File: src/prl_pkg.sv
package prl_pkg;
   // register file addresses
   localparam logic [6:0] PRL_ADDR_REF_SEL = 7'h31; // reference selection register
   localparam logic [6:0] PRL_ADDR_UNLOCK = 7'h32;  // unlock status register
   localparam logic [3:0] PRL_REF_SEL_RESET = 4'hF; // loop disabled
   localparam logic [3:0] PRL_REF_DISABLED = 4'hF;  // all ones disables loop
   localparam int PRL_UNLOCK_BIT = 0;               // flag position in status word
   // crystal clock and reference frequencies in hertz
   localparam int PRL_XTAL_HZ = 4500000;
   localparam int PRL_HZ_1K = 1000;
   localparam int PRL_HZ_1K25 = 1250;
   localparam int PRL_HZ_2K5 = 2500;
   localparam int PRL_HZ_3K = 3000;
   localparam int PRL_HZ_5K = 5000;
   localparam int PRL_HZ_6K25 = 6250;
   localparam int PRL_HZ_9K = 9000;
   localparam int PRL_HZ_10K = 10000;
   localparam int PRL_HZ_12K5 = 12500;
   localparam int PRL_HZ_25K = 25000;
   localparam int PRL_HZ_50K = 50000;
   localparam int PRL_HZ_100K = 100000;
   localparam int PRL_DIV_W = 13; // largest ratio is 4500
   // error output drive states
   typedef enum logic [1:0] {PRL_EO_FLOAT, PRL_EO_LOW, PRL_EO_HIGH} prl_eo_e;
endpackage : prl_pkg

File: src/prl_ref_divider.sv
`timescale 1ns/1ps
// reference divider: one-cycle strobe every ratio crystal cycles
module prl_ref_divider
   import prl_pkg::*;
(
   input wire logic clock,                   // crystal clock
   input wire logic sys_rst,                 // synchronous reset
   input wire logic run,                     // divider enabled
   input wire logic [PRL_DIV_W-1:0] ratio,   // divide ratio
   output logic strobe                       // one pulse per reference period
);
   logic [PRL_DIV_W-1:0] cnt_q; // period counter
   logic [PRL_DIV_W-1:0] cnt_d;
   logic strobe_d;

   // count down from ratio-1; stopped divider restarts its period cleanly
   always_comb begin
      strobe_d = 1'b0;
      if (!run) begin
         cnt_d = ratio - 1'b1;
      end else if (cnt_q == '0) begin
         cnt_d = ratio - 1'b1;
         strobe_d = 1'b1;
      end else begin
         cnt_d = cnt_q - 1'b1;
      end
   end

   always_ff @(posedge clock) begin
      if (sys_rst) begin
         cnt_q <= '0;
         strobe <= 1'b0;
      end else begin
         cnt_q <= cnt_d;
         strobe <= strobe_d;
      end
   end
endmodule : prl_ref_divider

File: src/prl_core.sv
`timescale 1ns/1ps
// Functional notes
// - reference derived by dividing crystal clock
// - four-bit code selects reference; some prohibited
// - loop disabled pulls both oscillator inputs
// - loop disabled floats both error outputs
// - select resets ones; kept on chip-enable reset
// - up when divided slower, down when faster
// - disabled loop asserts no requests
// - error low, high, or floating per comparison
// - a request low at the reference strobe sets unlock flag
// - unlock flag updated once per reference period
// - peripheral read clears unlock flag
// - unlock status read-only; writes ignored
// - chip enable low disables whole synthesizer
module prl_core
   import prl_pkg::*;
(
   input wire logic clock,                // 4.5 MHz crystal clock
   input wire logic sys_rst,              // power-on reset, synchronous
   input wire logic clock_stop_rst,       // clock-stop reset
   input wire logic chip_enable,          // low disables synthesizer
   input wire logic divided_strobe,       // one pulse per divided-input period
   input wire logic [6:0] reg_addr,       // register file address
   input wire logic reg_wr,               // register write strobe
   input wire logic [3:0] reg_wdata,      // register write data
   input wire logic reg_rd,               // register read strobe
   input wire logic peripheral_read_instr, // read is the clearing peripheral read
   output logic [3:0] reg_rdata,          // registered read data
   output logic [3:0] ref_freq_select_bits, // current selection
   output logic up_request_n,             // up request, active low
   output logic lower_request_n,          // down request, active low
   output logic error_out_a,              // error pin a level
   output logic error_out_a_oe,           // error pin a drive enable
   output logic error_out_b,              // error pin b level
   output logic error_out_b_oe,           // error pin b drive enable
   output logic high_band_osc_pulldown,   // pull down high-band input
   output logic low_band_osc_pulldown,    // pull down low-band input
   output logic ref_strobe_out            // reference strobe copy
);
   // register file state
   logic [3:0] sel_q; // reference selection
   logic [3:0] sel_d; // next selection
   logic unlock_q; // unlock flip-flop
   logic unlock_d; // next unlock flag
   logic [3:0] rdata_d; // next read data

   // comparator state
   logic ref_seen_q; // reference edge seen, awaiting divided edge
   logic ref_seen_d; // next reference-seen
   logic div_seen_q; // divided edge seen, awaiting reference edge
   logic div_seen_d; // next divided-seen

   // next values of the pin registers
   logic up_d; // next up request, active low
   logic dn_d; // next down request, active low
   logic pd_d; // next pulldown state
   logic active;           // loop running
   logic ref_strobe;       // from reference divider
   logic [PRL_DIV_W-1:0] ratio; // divide ratio for selection
   prl_eo_e eo_d;

   // loop runs only with chip enable high and a non-disabled code
   // chip enable low is not a register reset: it only stops the loop
   assign active = chip_enable && (sel_q != PRL_REF_DISABLED);

   // ratio lookup; prohibited codes fall back to the slowest rate
   // every ratio is the crystal rate over a whole reference rate, so each
   // reference period is an exact count of crystal cycles with no jitter
   always_comb begin
      case (sel_q)
         4'h0: ratio = PRL_DIV_W'(PRL_XTAL_HZ / PRL_HZ_1K25);
         4'h1: ratio = PRL_DIV_W'(PRL_XTAL_HZ / PRL_HZ_2K5);
         4'h2: ratio = PRL_DIV_W'(PRL_XTAL_HZ / PRL_HZ_5K);
         4'h3: ratio = PRL_DIV_W'(PRL_XTAL_HZ / PRL_HZ_10K);
         4'h4: ratio = PRL_DIV_W'(PRL_XTAL_HZ / PRL_HZ_6K25);
         4'h5: ratio = PRL_DIV_W'(PRL_XTAL_HZ / PRL_HZ_12K5);
         4'h6: ratio = PRL_DIV_W'(PRL_XTAL_HZ / PRL_HZ_25K);
         4'h7: ratio = PRL_DIV_W'(PRL_XTAL_HZ / PRL_HZ_50K);
         4'h8: ratio = PRL_DIV_W'(PRL_XTAL_HZ / PRL_HZ_3K);
         4'hC: ratio = PRL_DIV_W'(PRL_XTAL_HZ / PRL_HZ_1K);
         4'hD: ratio = PRL_DIV_W'(PRL_XTAL_HZ / PRL_HZ_9K);
         4'hE: ratio = PRL_DIV_W'(PRL_XTAL_HZ / PRL_HZ_100K);
         // codes 9 to B must not be written; running slow beats stalling the loop
         default: ratio = PRL_DIV_W'(PRL_XTAL_HZ / PRL_HZ_1K);
      endcase
   end

   // reference generator divides the crystal clock
   // a period already loaded keeps its old length; a new code applies at the
   // next reload, so the first period after a change may be longer
   prl_ref_divider u_div (
      .clock(clock),
      .sys_rst(sys_rst),
      .run(active),
      .ratio(ratio),
      .strobe(ref_strobe)
   );

   // register and flag next-state logic
   // read data is registered and holds until the next read strobe
   always_comb begin
      sel_d = sel_q;
      unlock_d = unlock_q;
      rdata_d = reg_rdata;
      if (reg_wr && reg_addr == PRL_ADDR_REF_SEL) begin
         sel_d = reg_wdata;
      end
      // prohibited codes are stored as written; the lookup decides their rate
      // clock-stop reset turns the loop off and beats a write in the same cycle
      if (clock_stop_rst) begin
         sel_d = PRL_REF_SEL_RESET;
      end
      // writes to the status address fall through untouched
      if (reg_rd) begin
         rdata_d = 4'h0;
         if (reg_addr == PRL_ADDR_REF_SEL) begin
            rdata_d = sel_q;
         end else if (reg_addr == PRL_ADDR_UNLOCK) begin
            rdata_d[PRL_UNLOCK_BIT] = unlock_q;
            if (peripheral_read_instr) begin
               unlock_d = 1'b0;
            end
         end
      end
      // set sampled on the reference strobe, and wins over a clearing read
      // the requests looked at are the registered ones, a cycle behind the strobe
      if (ref_strobe && (!up_request_n || !lower_request_n)) begin
         unlock_d = 1'b1;
      end
   end

   // register state; chip-enable reset is not a reset here so selection survives it
   // clock-stop reset reaches the selection through sel_d, so its copy keeps step
   always_ff @(posedge clock) begin
      if (sys_rst) begin
         sel_q <= PRL_REF_SEL_RESET;
      end else begin
         sel_q <= sel_d;
      end
      // only power-on reset clears the flag and the read data
      if (sys_rst) begin
         unlock_q <= 1'b0;
         reg_rdata <= 4'h0;
      end else begin
         unlock_q <= unlock_d;
         reg_rdata <= rdata_d;
      end
   end

   // phase-frequency detector: whichever edge arrives first raises its request
   // the request stands until the other strobe arrives, so its width tracks the
   // phase error; strobes that meet in one cycle count as in phase
   always_comb begin
      ref_seen_d = ref_seen_q;
      div_seen_d = div_seen_q;
      if (!active) begin
         ref_seen_d = 1'b0;
         div_seen_d = 1'b0;
      end else if (ref_strobe && divided_strobe) begin
         ref_seen_d = 1'b0; // in phase
         div_seen_d = 1'b0;
      end else if (ref_strobe) begin
         ref_seen_d = !div_seen_q;
         div_seen_d = 1'b0;
      end else if (divided_strobe) begin
         div_seen_d = !ref_seen_q;
         ref_seen_d = 1'b0;
      end
      up_d = !ref_seen_d;   // divided lagging: raise frequency
      dn_d = !div_seen_d;   // divided leading: lower frequency
      // both oscillator inputs are pulled down whenever the loop is off
      pd_d = !active;
      // charge pump: up drives low, down drives high, neither floats
      if (!active) begin
         eo_d = PRL_EO_FLOAT;
      end else if (!up_d) begin
         eo_d = PRL_EO_LOW;
      end else if (!dn_d) begin
         eo_d = PRL_EO_HIGH;
      end else begin
         eo_d = PRL_EO_FLOAT;
      end
   end

   // comparator and pin registers; outputs come from flops
   // both error pins carry one level and one drive enable
   always_ff @(posedge clock) begin
      if (sys_rst) begin
         ref_seen_q <= 1'b0;
         div_seen_q <= 1'b0;
         up_request_n <= 1'b1;
         lower_request_n <= 1'b1;
         error_out_a <= 1'b0;
         error_out_a_oe <= 1'b0;
         error_out_b <= 1'b0;
         error_out_b_oe <= 1'b0;
         high_band_osc_pulldown <= 1'b1;
         low_band_osc_pulldown <= 1'b1;
         ref_strobe_out <= 1'b0;
         ref_freq_select_bits <= PRL_REF_SEL_RESET;
      end else begin
         ref_seen_q <= ref_seen_d;
         div_seen_q <= div_seen_d;
         up_request_n <= up_d;
         lower_request_n <= dn_d;
         error_out_a <= (eo_d == PRL_EO_HIGH);
         error_out_a_oe <= (eo_d != PRL_EO_FLOAT);
         error_out_b <= (eo_d == PRL_EO_HIGH);
         error_out_b_oe <= (eo_d != PRL_EO_FLOAT);
         high_band_osc_pulldown <= pd_d;
         low_band_osc_pulldown <= pd_d;
         // strobe copy lags by one cycle, in step with the requests it causes
         ref_strobe_out <= ref_strobe;
         // the copy takes the next value, so it matches the selection register
         ref_freq_select_bits <= sel_d;
      end
   end
endmodule : prl_core

File: config.mk
export PLATFORM = sky130hd
export DESIGN_NAME = prl_core
export DESIGN_NICKNAME = d
export VERILOG_FILES = /design/src/prl_pkg.sv /design/src/prl_ref_divider.sv /design/src/prl_core.sv
export SDC_FILE = /design/constraint.sdc
export NUM_CORES = 1
export LEC_CHECK = 0
export BUFFER_PORTS_ARGS = -buffer_cell sky130_fd_sc_hd__buf_2
export CAP_MARGIN = 20
export CORE_MARGIN = 1
export CORE_UTILIZATION = 52
export CTS_CLUSTER_DIAMETER = 60
export CTS_CLUSTER_SIZE = 12
export DETAILED_ROUTE_END_ITERATION = 6
export PLACE_DENSITY = 0.75
export SLEW_MARGIN = 5
export SYNTH_ARGS = -nofsm -noshare
export SYNTH_HDL_FRONTEND = slang
export SYNTH_SLANG_ARGS = --single-unit
export TNS_END_PERCENT = 20
File: constraint.sdc
create_clock -name clock -period 2.65 [get_ports clock]
set_input_delay 0.53 -clock clock [delete_from_list [all_inputs] [get_ports clock]]
set_output_delay 0.53 -clock clock [all_outputs]
set_load 0.005 [all_outputs]
==> results.yml, run 1 <==
yosys:
  ys_warn_count: 0
  syn_area_mm2: 0.002213
  yosys.area.top_type: "dfxtp_1"
  synth_seq_area_share: 0.3980
  synth_nets: 261
  synthCells: 232
  syn_area_per_cell_um2: 9.540
  yosysUniqueCellTypes: 50
  yosysTopAreaCellShare: 0.3980
  synth-seq-cells: 44
  synthTopCellsByArea: "dfxtp_1, ha_1, nor2_1"
floorplanning:
  core_mm2: 0.004058
  dieArea_mm2: 0.004521
  start_util: 0.5455
  fp-row-count: 23
  die_w_um: 67.24
  io_pins: 36
  die_height_um: 67.24
run:
  cap_violations: 0
global_route:
  grt_antenna_before_repair: 0
  met2_usage: 0.3575
  grt_overflow: 0
  grt_pass1_vias: 1693
  use_met3: 0.05574
  grt_pass1_wl_mm: 7.182
  grt_use_total: 0.2140
  grt_max_degree: 20
  grt_busiest_layer: "met2"
  met1_usage: 0.2487
clocking:
  cts.sinks: 44
  cts_buffers: 5
  cts_tree: "done"
  clock_latency_ns: 0.30
  htree_levels: 2
  cts_buffer_depth: 2
  postCtsSetupRepairBufs: 0
  clockRootBuffer: "clkbuf_8"
  path_clk_slew_ns: 0.08
  cts_resized: 0
  cts_hold_buffers: 0
routing:
  drt_iter0_markers: 62
  routed_wl_mm: 4.134
  num_vias: 1712
  drc: 0
  dr.pass1.iters: 4
  wl_per_cell_um: 12.92
  postRouteAntennaNets: 0
  vias_per_cell: 5.350
critical_path:
  cp.arrival_ns: 2.14
  worst-r2r-setup-slack_ns: 0.75
  cp_max_fo: 7
  critPathCaptureType: "flip-flop"
  crit_path_start_kind: "input port"
  worst_ep_required_time_ns: 2.83
  critical_path_class: "input port to flip-flop"
sta:
  hold_viol: 0
  fin_ws_ns: 0.6880
  fmax_ghz: 0.5097
  min_period_ns: 1.962
  finalCritPeriodShare: 0.7404
  slew_headroom: 0.7078
  worst_pin_slew_ns: 0.4344
  rsz0062_at_grt: "no"
  fin_setup_tns_ns: 0
  clock_skew_ns: 0.01184
  slew_violations: 0
  finalSetupViolations: 0
placed_design:
  placement.io_buffers: 35
  place_area_mm2: 0.002422
  placedCellCount: 312
  globalplace.congestion: 0.8050
  dp_slack_ns: 0.3825
  hpwl_mm: 3.030
layout:
  final_net_count: 298
  area_delta_synth_final_pct: 14.47
  fillers: 341
  finalNonFillerCells: 320
  layout_common_cells: "dfxtp_1, buf_2, nor2_1, inv_1, nand2_1"
  stdcell_area_mm2: 0.002534
  antenna_cells_inserted: 0
  drive_gt1_frac: 0.2370
  final_common_cell: "dfxtp_1"
outcome:
  outcome: "complete, no violations"
power:
  power.density_mw_per_mm2: 492.2
  max-vdd-ir-drop_mv: 0.2552
  p_leak_nw: 1.004
hold_path:
  min_path_type: "flip-flop to flip-flop"
per-stage QoR:
step                utilization  total power [mW]  hold WS, ns
global placement         0.5970            0.7580       0.4555
global route             0.6244             1.297       0.5020
CTS                      0.6244             1.262       0.4728
floorplan                     -            0.7321       0.4540
finish                   0.6244             1.247       0.4730
detailed placement       0.5970            0.7591       0.4624
layer usage:
layer / part of all wire / vias up
met2: 0.48 / 29
li1: - / 894
met1: 0.47 / 784
met5: 0 / -
met4: 0.018 / 0
met3: 0.034 / 5
cells by family (layout without fill, tap and decap cells):
logic type,count (synthesis),after routing,share of synthesized area
XOR/XNOR,17,17,0.06727
flip-flops,44,44,0.3980
adder cells (fa/ha/maj),10,10,0.05653
multiplexers,12,12,0.05540
AO/OA/AOI/OAI,34,34,0.1266
AND/OR/NAND/NOR,94,94,0.2493
buffers and inverters,21,59,0.04692
registers in the layout (all words and copies together) (netlist names):
signal                 flops
ref_strobe_out             1
unlock_q                   1
reg_rdata                  4
ref_freq_select_bits       4
u_div.cnt_q               13
ref_seen_q                 1
error_out_b_oe             1
div_seen_q                 1
lower_request_n            1
u_div.strobe               1
ratio                     13
low_band_osc_pulldown      1
error_out_b                1
up_request_n               1
worst max-delay path, cell delays in order:
cell	delay, ns
buf_2	0.09
or2_1	0.34
nor4_1	0.28
or2_2	0.23
inv_1	0.15
ha_1	0.24
nor3_1	0.23
a221oi_2	0.05
final cells by class:
cell class | count | area [um^2] | share of cell area
clock inverters | 3 | 42.54 | 0.01679
well taps | 50 | 62.56 | 0.02469
flip-flops and latches | 44 | 880.8 | 0.3477
repair buffers | 39 | 205.2 | 0.08099
inverters | 12 | 45.04 | 0.01778
multi-input cells | 167 | 1229 | 0.4849
clock buffers | 5 | 68.82 | 0.02716
path summary, 6_finish.rpt:
path / from / end / cells past startpoint
max: clock_stop_rst / ratio[6] / 8
min: reg_rdata[0] / reg_rdata[0] / 2
max reg2reg: u_div.cnt_q[0] / u_div.cnt_q[10] / 7
min reg2reg: reg_rdata[0] / reg_rdata[0] / 2
power by group:
group | switching [mW] | internal [mW] | leakage [nW]
Combinational | 0.0349 | 0.0334 | 0.592
Clock | 0.224 | 0.279 | 0.0541
Sequential | 0.00791 | 0.669 | 0.358
synth_stat cells (all sizes together):
cell	count
nand3	5
a21o	1
or2	4
and3b	1
ha	10
o22a	1
a22o	1
nand4	3
o31a	2
o41ai	1
and3	4
and2	3
nand2	12
nor4	7
nor2b	4
o22ai	4
nand3b	1
o21a	1
nor2	29
clkbuf	2
buf	7
mux2	2
and4bb	2
a221oi	2
a21oi	2
or4	3
nand4bb	3
nand2b	6
inv	12
nor3	7
o21ai	2
xor2	8
a311oi	2
a22oi	2
xnor2	9
dfxtp	44
a211oi	13
mux2i	10
Power figures use the tool's default switching activity.
==> run 2: changes to the inputs <==
- ABC_AREA: default -> 1
- clock period: 2.65 -> 1.87 ns (I/O delays scaled with it)
==> run 2 against run 1 <==
- sequential cell count unchanged
- final area up 8.1%
- worst setup slack got worse by 0.39 ns
- sequential power up 42%
- global-route usage shrank 1.5 points
- area after synthesis is 6.6% higher
- synthesized cell count increased by 38%
- register-to-register slack got worse by 0.41 ns
- power increased by 46%
- sequential share of layout area is 2.6 points lower
- cell count rose by 30%
==> results.yml, run 2 <==
outcome:
  outcome: "complete, no violations"
hold_path:
  min_path_type: "input port to flip-flop"
floorplanning:
  dieArea_mm2: 0.004812
  die_height_um: 69.37
  core_mm2: 0.004354
  die_w_um: 69.37
  io_pins: 36
  start_util: 0.5420
  fp-row-count: 24
sta:
  finalSetupViolations: 0
  clock_skew_ns: 0.01204
  fin_setup_tns_ns: 0
  fmax_ghz: 0.6352
  min_period_ns: 1.574
  finalCritPeriodShare: 0.8419
  hold_viol: 0
  rsz0062_at_grt: "no"
  slew_headroom: 0.7238
  slew_violations: 0
  worst_pin_slew_ns: 0.4143
clocking:
  cts_tree: "done"
  clock_latency_ns: 0.30
  cts.sinks: 44
  cts_resized: 0
  cts_buffer_depth: 2
  path_clk_slew_ns: 0.09
  cts_buffers: 5
  htree_levels: 2
  clockRootBuffer: "clkbuf_8"
  cts_hold_buffers: 0
  postCtsSetupRepairBufs: 0
run:
  cap_violations: 0
critical_path:
  r2r_end: "u_div.cnt_q[11]"
  cp-startpoint: "reg_addr[5]"
  critical_path_class: "input port to flip-flop"
  r2r_cells: 10
  crit_end: "ratio[6]"
  reg2reg_from: "u_div.cnt_q[1]"
  cp_max_fo: 10
  worst_ep_required_time_ns: 2.07
  worst-r2r-setup-slack_ns: 0.34
  cp.arrival_ns: 1.77
  crit_path_start_kind: "input port"
  critPathCaptureType: "flip-flop"
layout:
  final_net_count: 393
  final_common_cell: "nand2_1"
  layout_common_cells: "nand2_1, nor2_1, dfxtp_1, buf_2, inv_1"
  seq_area_um2: 880.8
  area_delta_synth_final_pct: 16.07
  drive_gt1_frac: 0.2110
  multiInputGateArea_mm2: 0.001299
  finalNonFillerCells: 417
  fillers: 395
  antenna_cells_inserted: 0
global_route:
  grt_pass1_wl_mm: 7.755
  grt_pass1_vias: 1808
  grt_use_total: 0.1993
  grt_max_degree: 18
  grt_overflow: 0
  grt_antenna_before_repair: 0
placed_design:
  globalplace.congestion: 0.9182
  hpwl_mm: 3.632
  placedCellCount: 409
  placement.io_buffers: 35
routing:
  routed_wl_mm: 4.639
  drc: 0
  num_vias: 2074
  wl_per_cell_um: 11.12
  postRouteAntennaNets: 0
  drt_iter0_markers: 105
  dr.pass1.iters: 4
  vias_per_cell: 4.974
power:
  clkPwrFrac: 0.408
  power_frac_comb: 0.067
  max-vdd-ir-drop_mv: 0.3767
  p_int_mw: 1.401
  power_frac_seq: 0.525
  p_leak_nw: 1.325
  power.density_mw_per_mm2: 666.9
  switching_share: 0.2330
  p_sw_uw: 425.7
yosys:
  synth_edf_count: 0
  synth_nets: 348
  synth_common_cells: "nand2_1, nor2_1, dfxtp_1"
  syn_area_mm2: 0.002360
  yosysUniqueCellTypes: 31
  synth_ff_type: "dfxtp_1"
  syn_area_per_cell_um2: 7.397
  yosysTopAreaCellShare: 0.3733
  synth_seq_area_share: 0.3733
  yosys.area.top_type: "dfxtp_1"
  synth-seq-cells: 44
  synthTopCellsByArea: "dfxtp_1, nand2_1, nor2_1"
  synthCells: 319
  async_flop_share: 0
  ys_warn_count: 0
  yosysMostFrequentCell: "nand2_1"
==> run 2: changes by cell type in the layout (fill, tap and decap cells not counted), moves of 7 or more <==
cell / before / now
o21ai_0: 2 / 14
mux2i_1: 10 / 0
a211oi_1: 10 / 2
a21oi_1: 2 / 9
nand2_1: 11 / 73
nand3_1: 4 / 20
inv_1: 11 / 32
nor2_1: 29 / 46
==> run 2: logic make-up after synthesis <==
logic type | Yosys count | synth area share
DFF | 44 | 0.3733
and+or+nand+nor | 174 | 0.3563
adders and majority gates | 10 | 0.05302
xor gates and xnor gates | 17 | 0.06310
AOI/OAI and AO/OA | 33 | 0.07794
buffers and inverters | 41 | 0.07636
==> run 2: metal layers <==
metal	part of all wire	wire, um	global-route usage
met5	0	0	0
met4	0.022	103	0.07029
met3	0.038	178	0.04070
met2	0.47	2182	0.3474
met1	0.47	2174	0.2422
==> run 2: how the worst min path moves through the flow <==
stage / slack (ns) / end / from / cells after the start
6_report: 0.32 / reg_rdata[1] / reg_rd / 2
5_1_grt: 0.33 / reg_rdata[1] / reg_rd / 2
4_1_cts: 0.32 / reg_rdata[1] / reg_rd / 2
3_5_place_dp: 0.43 / u_div.cnt_q[0] / ratio[0] / 1
3_3_place_gp: 0.43 / u_div.cnt_q[0] / ratio[0] / 1
2_1_floorplan: 0.41 / u_div.cnt_q[0] / ratio[0] / 1
==> run 2: critical path, stage by stage <==
cell and delay (ns):
buf_2 0.07, nand2_1 0.08, nor2_4 0.25, nand4_1 0.20
nand3_2 0.13, inv_1 0.08, ha_1 0.22, nand4_1 0.16
nand2_1 0.08, nand2_1 0.06, nand2_1 0.05
==> run 2: layout make-up <==
type,count,share of cell area
Multi-Input combinational cell,234,0.4742
Sequential cell,44,0.3216
Timing Repair Buffer,44,0.08862
Inverter,35,0.04979
Clock buffer,5,0.02513
Tap cell,52,0.02376
Clock inverter,3,0.01690
==> run 2: stage by stage <==
stage | utilization | cell area [um^2] | setup slack, ns | total power [mW] | hold WS, ns
after floorplan | - | 2360 | 0.1317 | 1.053 | 0.4054
after global placement | 0.6026 | 2624 | 0.09941 | 1.099 | 0.4287
after detailed placement | 0.6026 | 2624 | 0.003590 | 1.102 | 0.4302
after CTS | 0.6290 | 2739 | 0.3132 | 1.832 | 0.3175
after global routing | 0.6290 | 2739 | 0.1463 | 1.893 | 0.3268
final | 0.6290 | 2739 | 0.2956 | 1.827 | 0.3167
==> run 2: power groups by stage <==
stage / clock network (mW) / logic (mW) / registers [mW]
2_1_floorplan: 0 / 0.0744 / 0.979
3_3_place_gp: 0 / 0.120 / 0.980
3_5_place_dp: 0 / 0.122 / 0.980
4_1_cts: 0.751 / 0.123 / 0.958
5_1_grt: 0.796 / 0.137 / 0.960
6_report: 0.746 / 0.122 / 0.958
==> run 3: changes to the inputs <==
- clock period: 1.87 -> 1.6 ns (I/O delays scaled with it)
==> run 3 against run 2 <==
- clock power increased by 13%
- register-to-register slack worse by 0.16 ns
- global-route usage increased by 2.4 points
- sequential share of layout area shrank 1.8 points
- largest cell class unchanged
- sequential cell count is the same
- non-clock buffer count increased by 12
- largest power group unchanged
- highest routed layer unchanged
==> results.yml, run 3 (synthesized netlist as in run 2, its figures left out) <==
sta:
  finalCritPeriodShare: 0.9125
  min_period_ns: 1.460
  rsz0062_at_grt: "no"
  slew_violations: 0
  slew_headroom: 0.7857
  fmax_ghz: 0.6850
  hold_viol: 0
  fin_ws_ns: 0.1401
  finalSetupViolations: 0
  clock_skew_ns: 0.006898
  worst_pin_slew_ns: 0.3214
layout:
  area_delta_synth_final_pct: 23.06
  final_net_count: 405
  seq_area_um2: 880.8
  final_common_cell: "nand2_1"
  layout_common_cells: "nand2_1, nor2_1, dfxtp_1, buf_2, inv_1"
  drive_gt1_frac: 0.2626
  multiInputGateArea_mm2: 0.001368
  antenna_cells_inserted: 0
  fillers: 374
hold_path:
  min_path_type: "input port to flip-flop"
  min_path_cells: 2
placed_design:
  globalplace.congestion: 0.8603
  dp_slack_ns: -0.1624
  hpwl_mm: 3.849
  placement.io_buffers: 35
clocking:
  cts.sinks: 44
  cts_buffers: 5
  path_clk_slew_ns: 0.09
  clockRootBuffer: "clkbuf_8"
  clock_latency_ns: 0.29
  htree_levels: 2
  cts_tree: "done"
  postCtsSetupRepairBufs: 0
  cts_buffer_depth: 2
  cts_hold_buffers: 0
floorplanning:
  dieArea_mm2: 0.004812
  die_w_um: 69.37
  die_height_um: 69.37
  start_util: 0.5420
  core_mm2: 0.004354
  io_pins: 36
  fp-row-count: 24
critical_path:
  critPathCaptureType: "flip-flop"
  path_depth: 13
  r2r_cells: 10
  slowest_delay_ns: 0.19
  worst_ep_required_time_ns: 1.83
  cp_top_family: "simple AND/OR/NAND/NOR gates"
  crit_path_start_kind: "input port"
  crit_path_top_delay_cell: "ha_2"
  worstPathCellList: "buf_2 > inv_8 > nand2_4 > nor2_4 > nand3_4 > nand2_4 > nand2_2 > nor2_4 > ha_2 > nand4_1 > nand2_1 > nand2_1 > nand2_1"
  cp_max_fo: 4
  critical_path_class: "input port to flip-flop"
  crit_buf_inv: 2
  cp.arrival_ns: 1.69
  crit_top_cell: "nand2_1"
outcome:
  outcome: "complete, no violations"
global_route:
  grt_pass1_wl_mm: 8.783
  grt_use_total: 0.2230
  grt_max_degree: 18
  grt_pass1_vias: 2006
  grt_antenna_before_repair: 0
  grt_overflow: 0
routing:
  postRouteAntennaNets: 0
  dr.pass1.iters: 4
  routed_wl_mm: 4.929
  drt_iter0_markers: 80
  wl_per_cell_um: 11.49
  drc: 0
  num_vias: 2138
  vias_per_cell: 4.984
power:
  power.density_mw_per_mm2: 729.6
  max-vdd-ir-drop_mv: 0.5684
  p_leak_nw: 1.385
  p_total_mw: 2.119
run:
  cap_violations: 0
run 3: layout make-up:
class                           count  area share
Clock buffer                        5     0.02370
Clock inverter                      3     0.01465
Inverter                           35     0.05041
Multi-Input combinational cell    234      0.4709
Sequential cell                    44      0.3033
Tap cell                           52     0.02240
Timing Repair Buffer               56      0.1146
run 3: what timing repair did:
action / in CTS / in global routing
setup endpoints to repair: 0 / 10
endpoints found under the hold margin: 0 / 0
gates resized for setup: 0 / 4
run 3: worst register-to-register path: cells and delay by family, from the launching register on:
kind                     cells  cell delay (ns)
adder cells (fa/ha/maj)      1             0.17
AND/OR/NAND/NOR              5             0.32
flip-flops                   1             0.34
AO/OA/AOI/OAI                2             0.39
buffers and inverters        2             0.11
run 3: power breakdown:
part	switching [mW]	total (mW)	internal, mW
combinational	0.0945	0.159	0.0645
sequential	0.0108	1.12	1.11
clock	0.378	0.840	0.462
total	0.483	2.12	1.64
run 3: layer usage:
metal	global-route usage	share of wire	routed length (um)	vias up
li1	-	-	-	1127
met1	0.2889	0.46	2279	979
met2	0.3797	0.50	2467	26
met3	0.03924	0.026	126	6
met4	0.06349	0.011	56	0
met5	0	0	0	-
run 3: path summary, 6_finish.rpt:
check,startpoint,endpoint,slack (ns)
setup / recovery,reg_addr[3],ratio[6],0.14
hold / removal,reg_rd,reg_rdata[1],0.28
setup reg to reg,u_div.cnt_q[1],u_div.cnt_q[11],0.18
hold reg to reg,ratio[0],u_div.cnt_q[0],0.43
run 3: per-stage QoR:
stage                       util  cells  hold WS (ns)  instance area (um^2)  TNS [ns]
after floorplan                -    319        0.3985                  2415         0
after global placement    0.6359    421        0.4246                  2769   -0.4109
after detailed placement  0.6359    421        0.4251                  2769   -0.8300
after CTS                 0.6615    429        0.2668                  2880         0
after global routing      0.6670    429        0.2767                  2904         0
final                     0.6670    429        0.2759                  2904         0
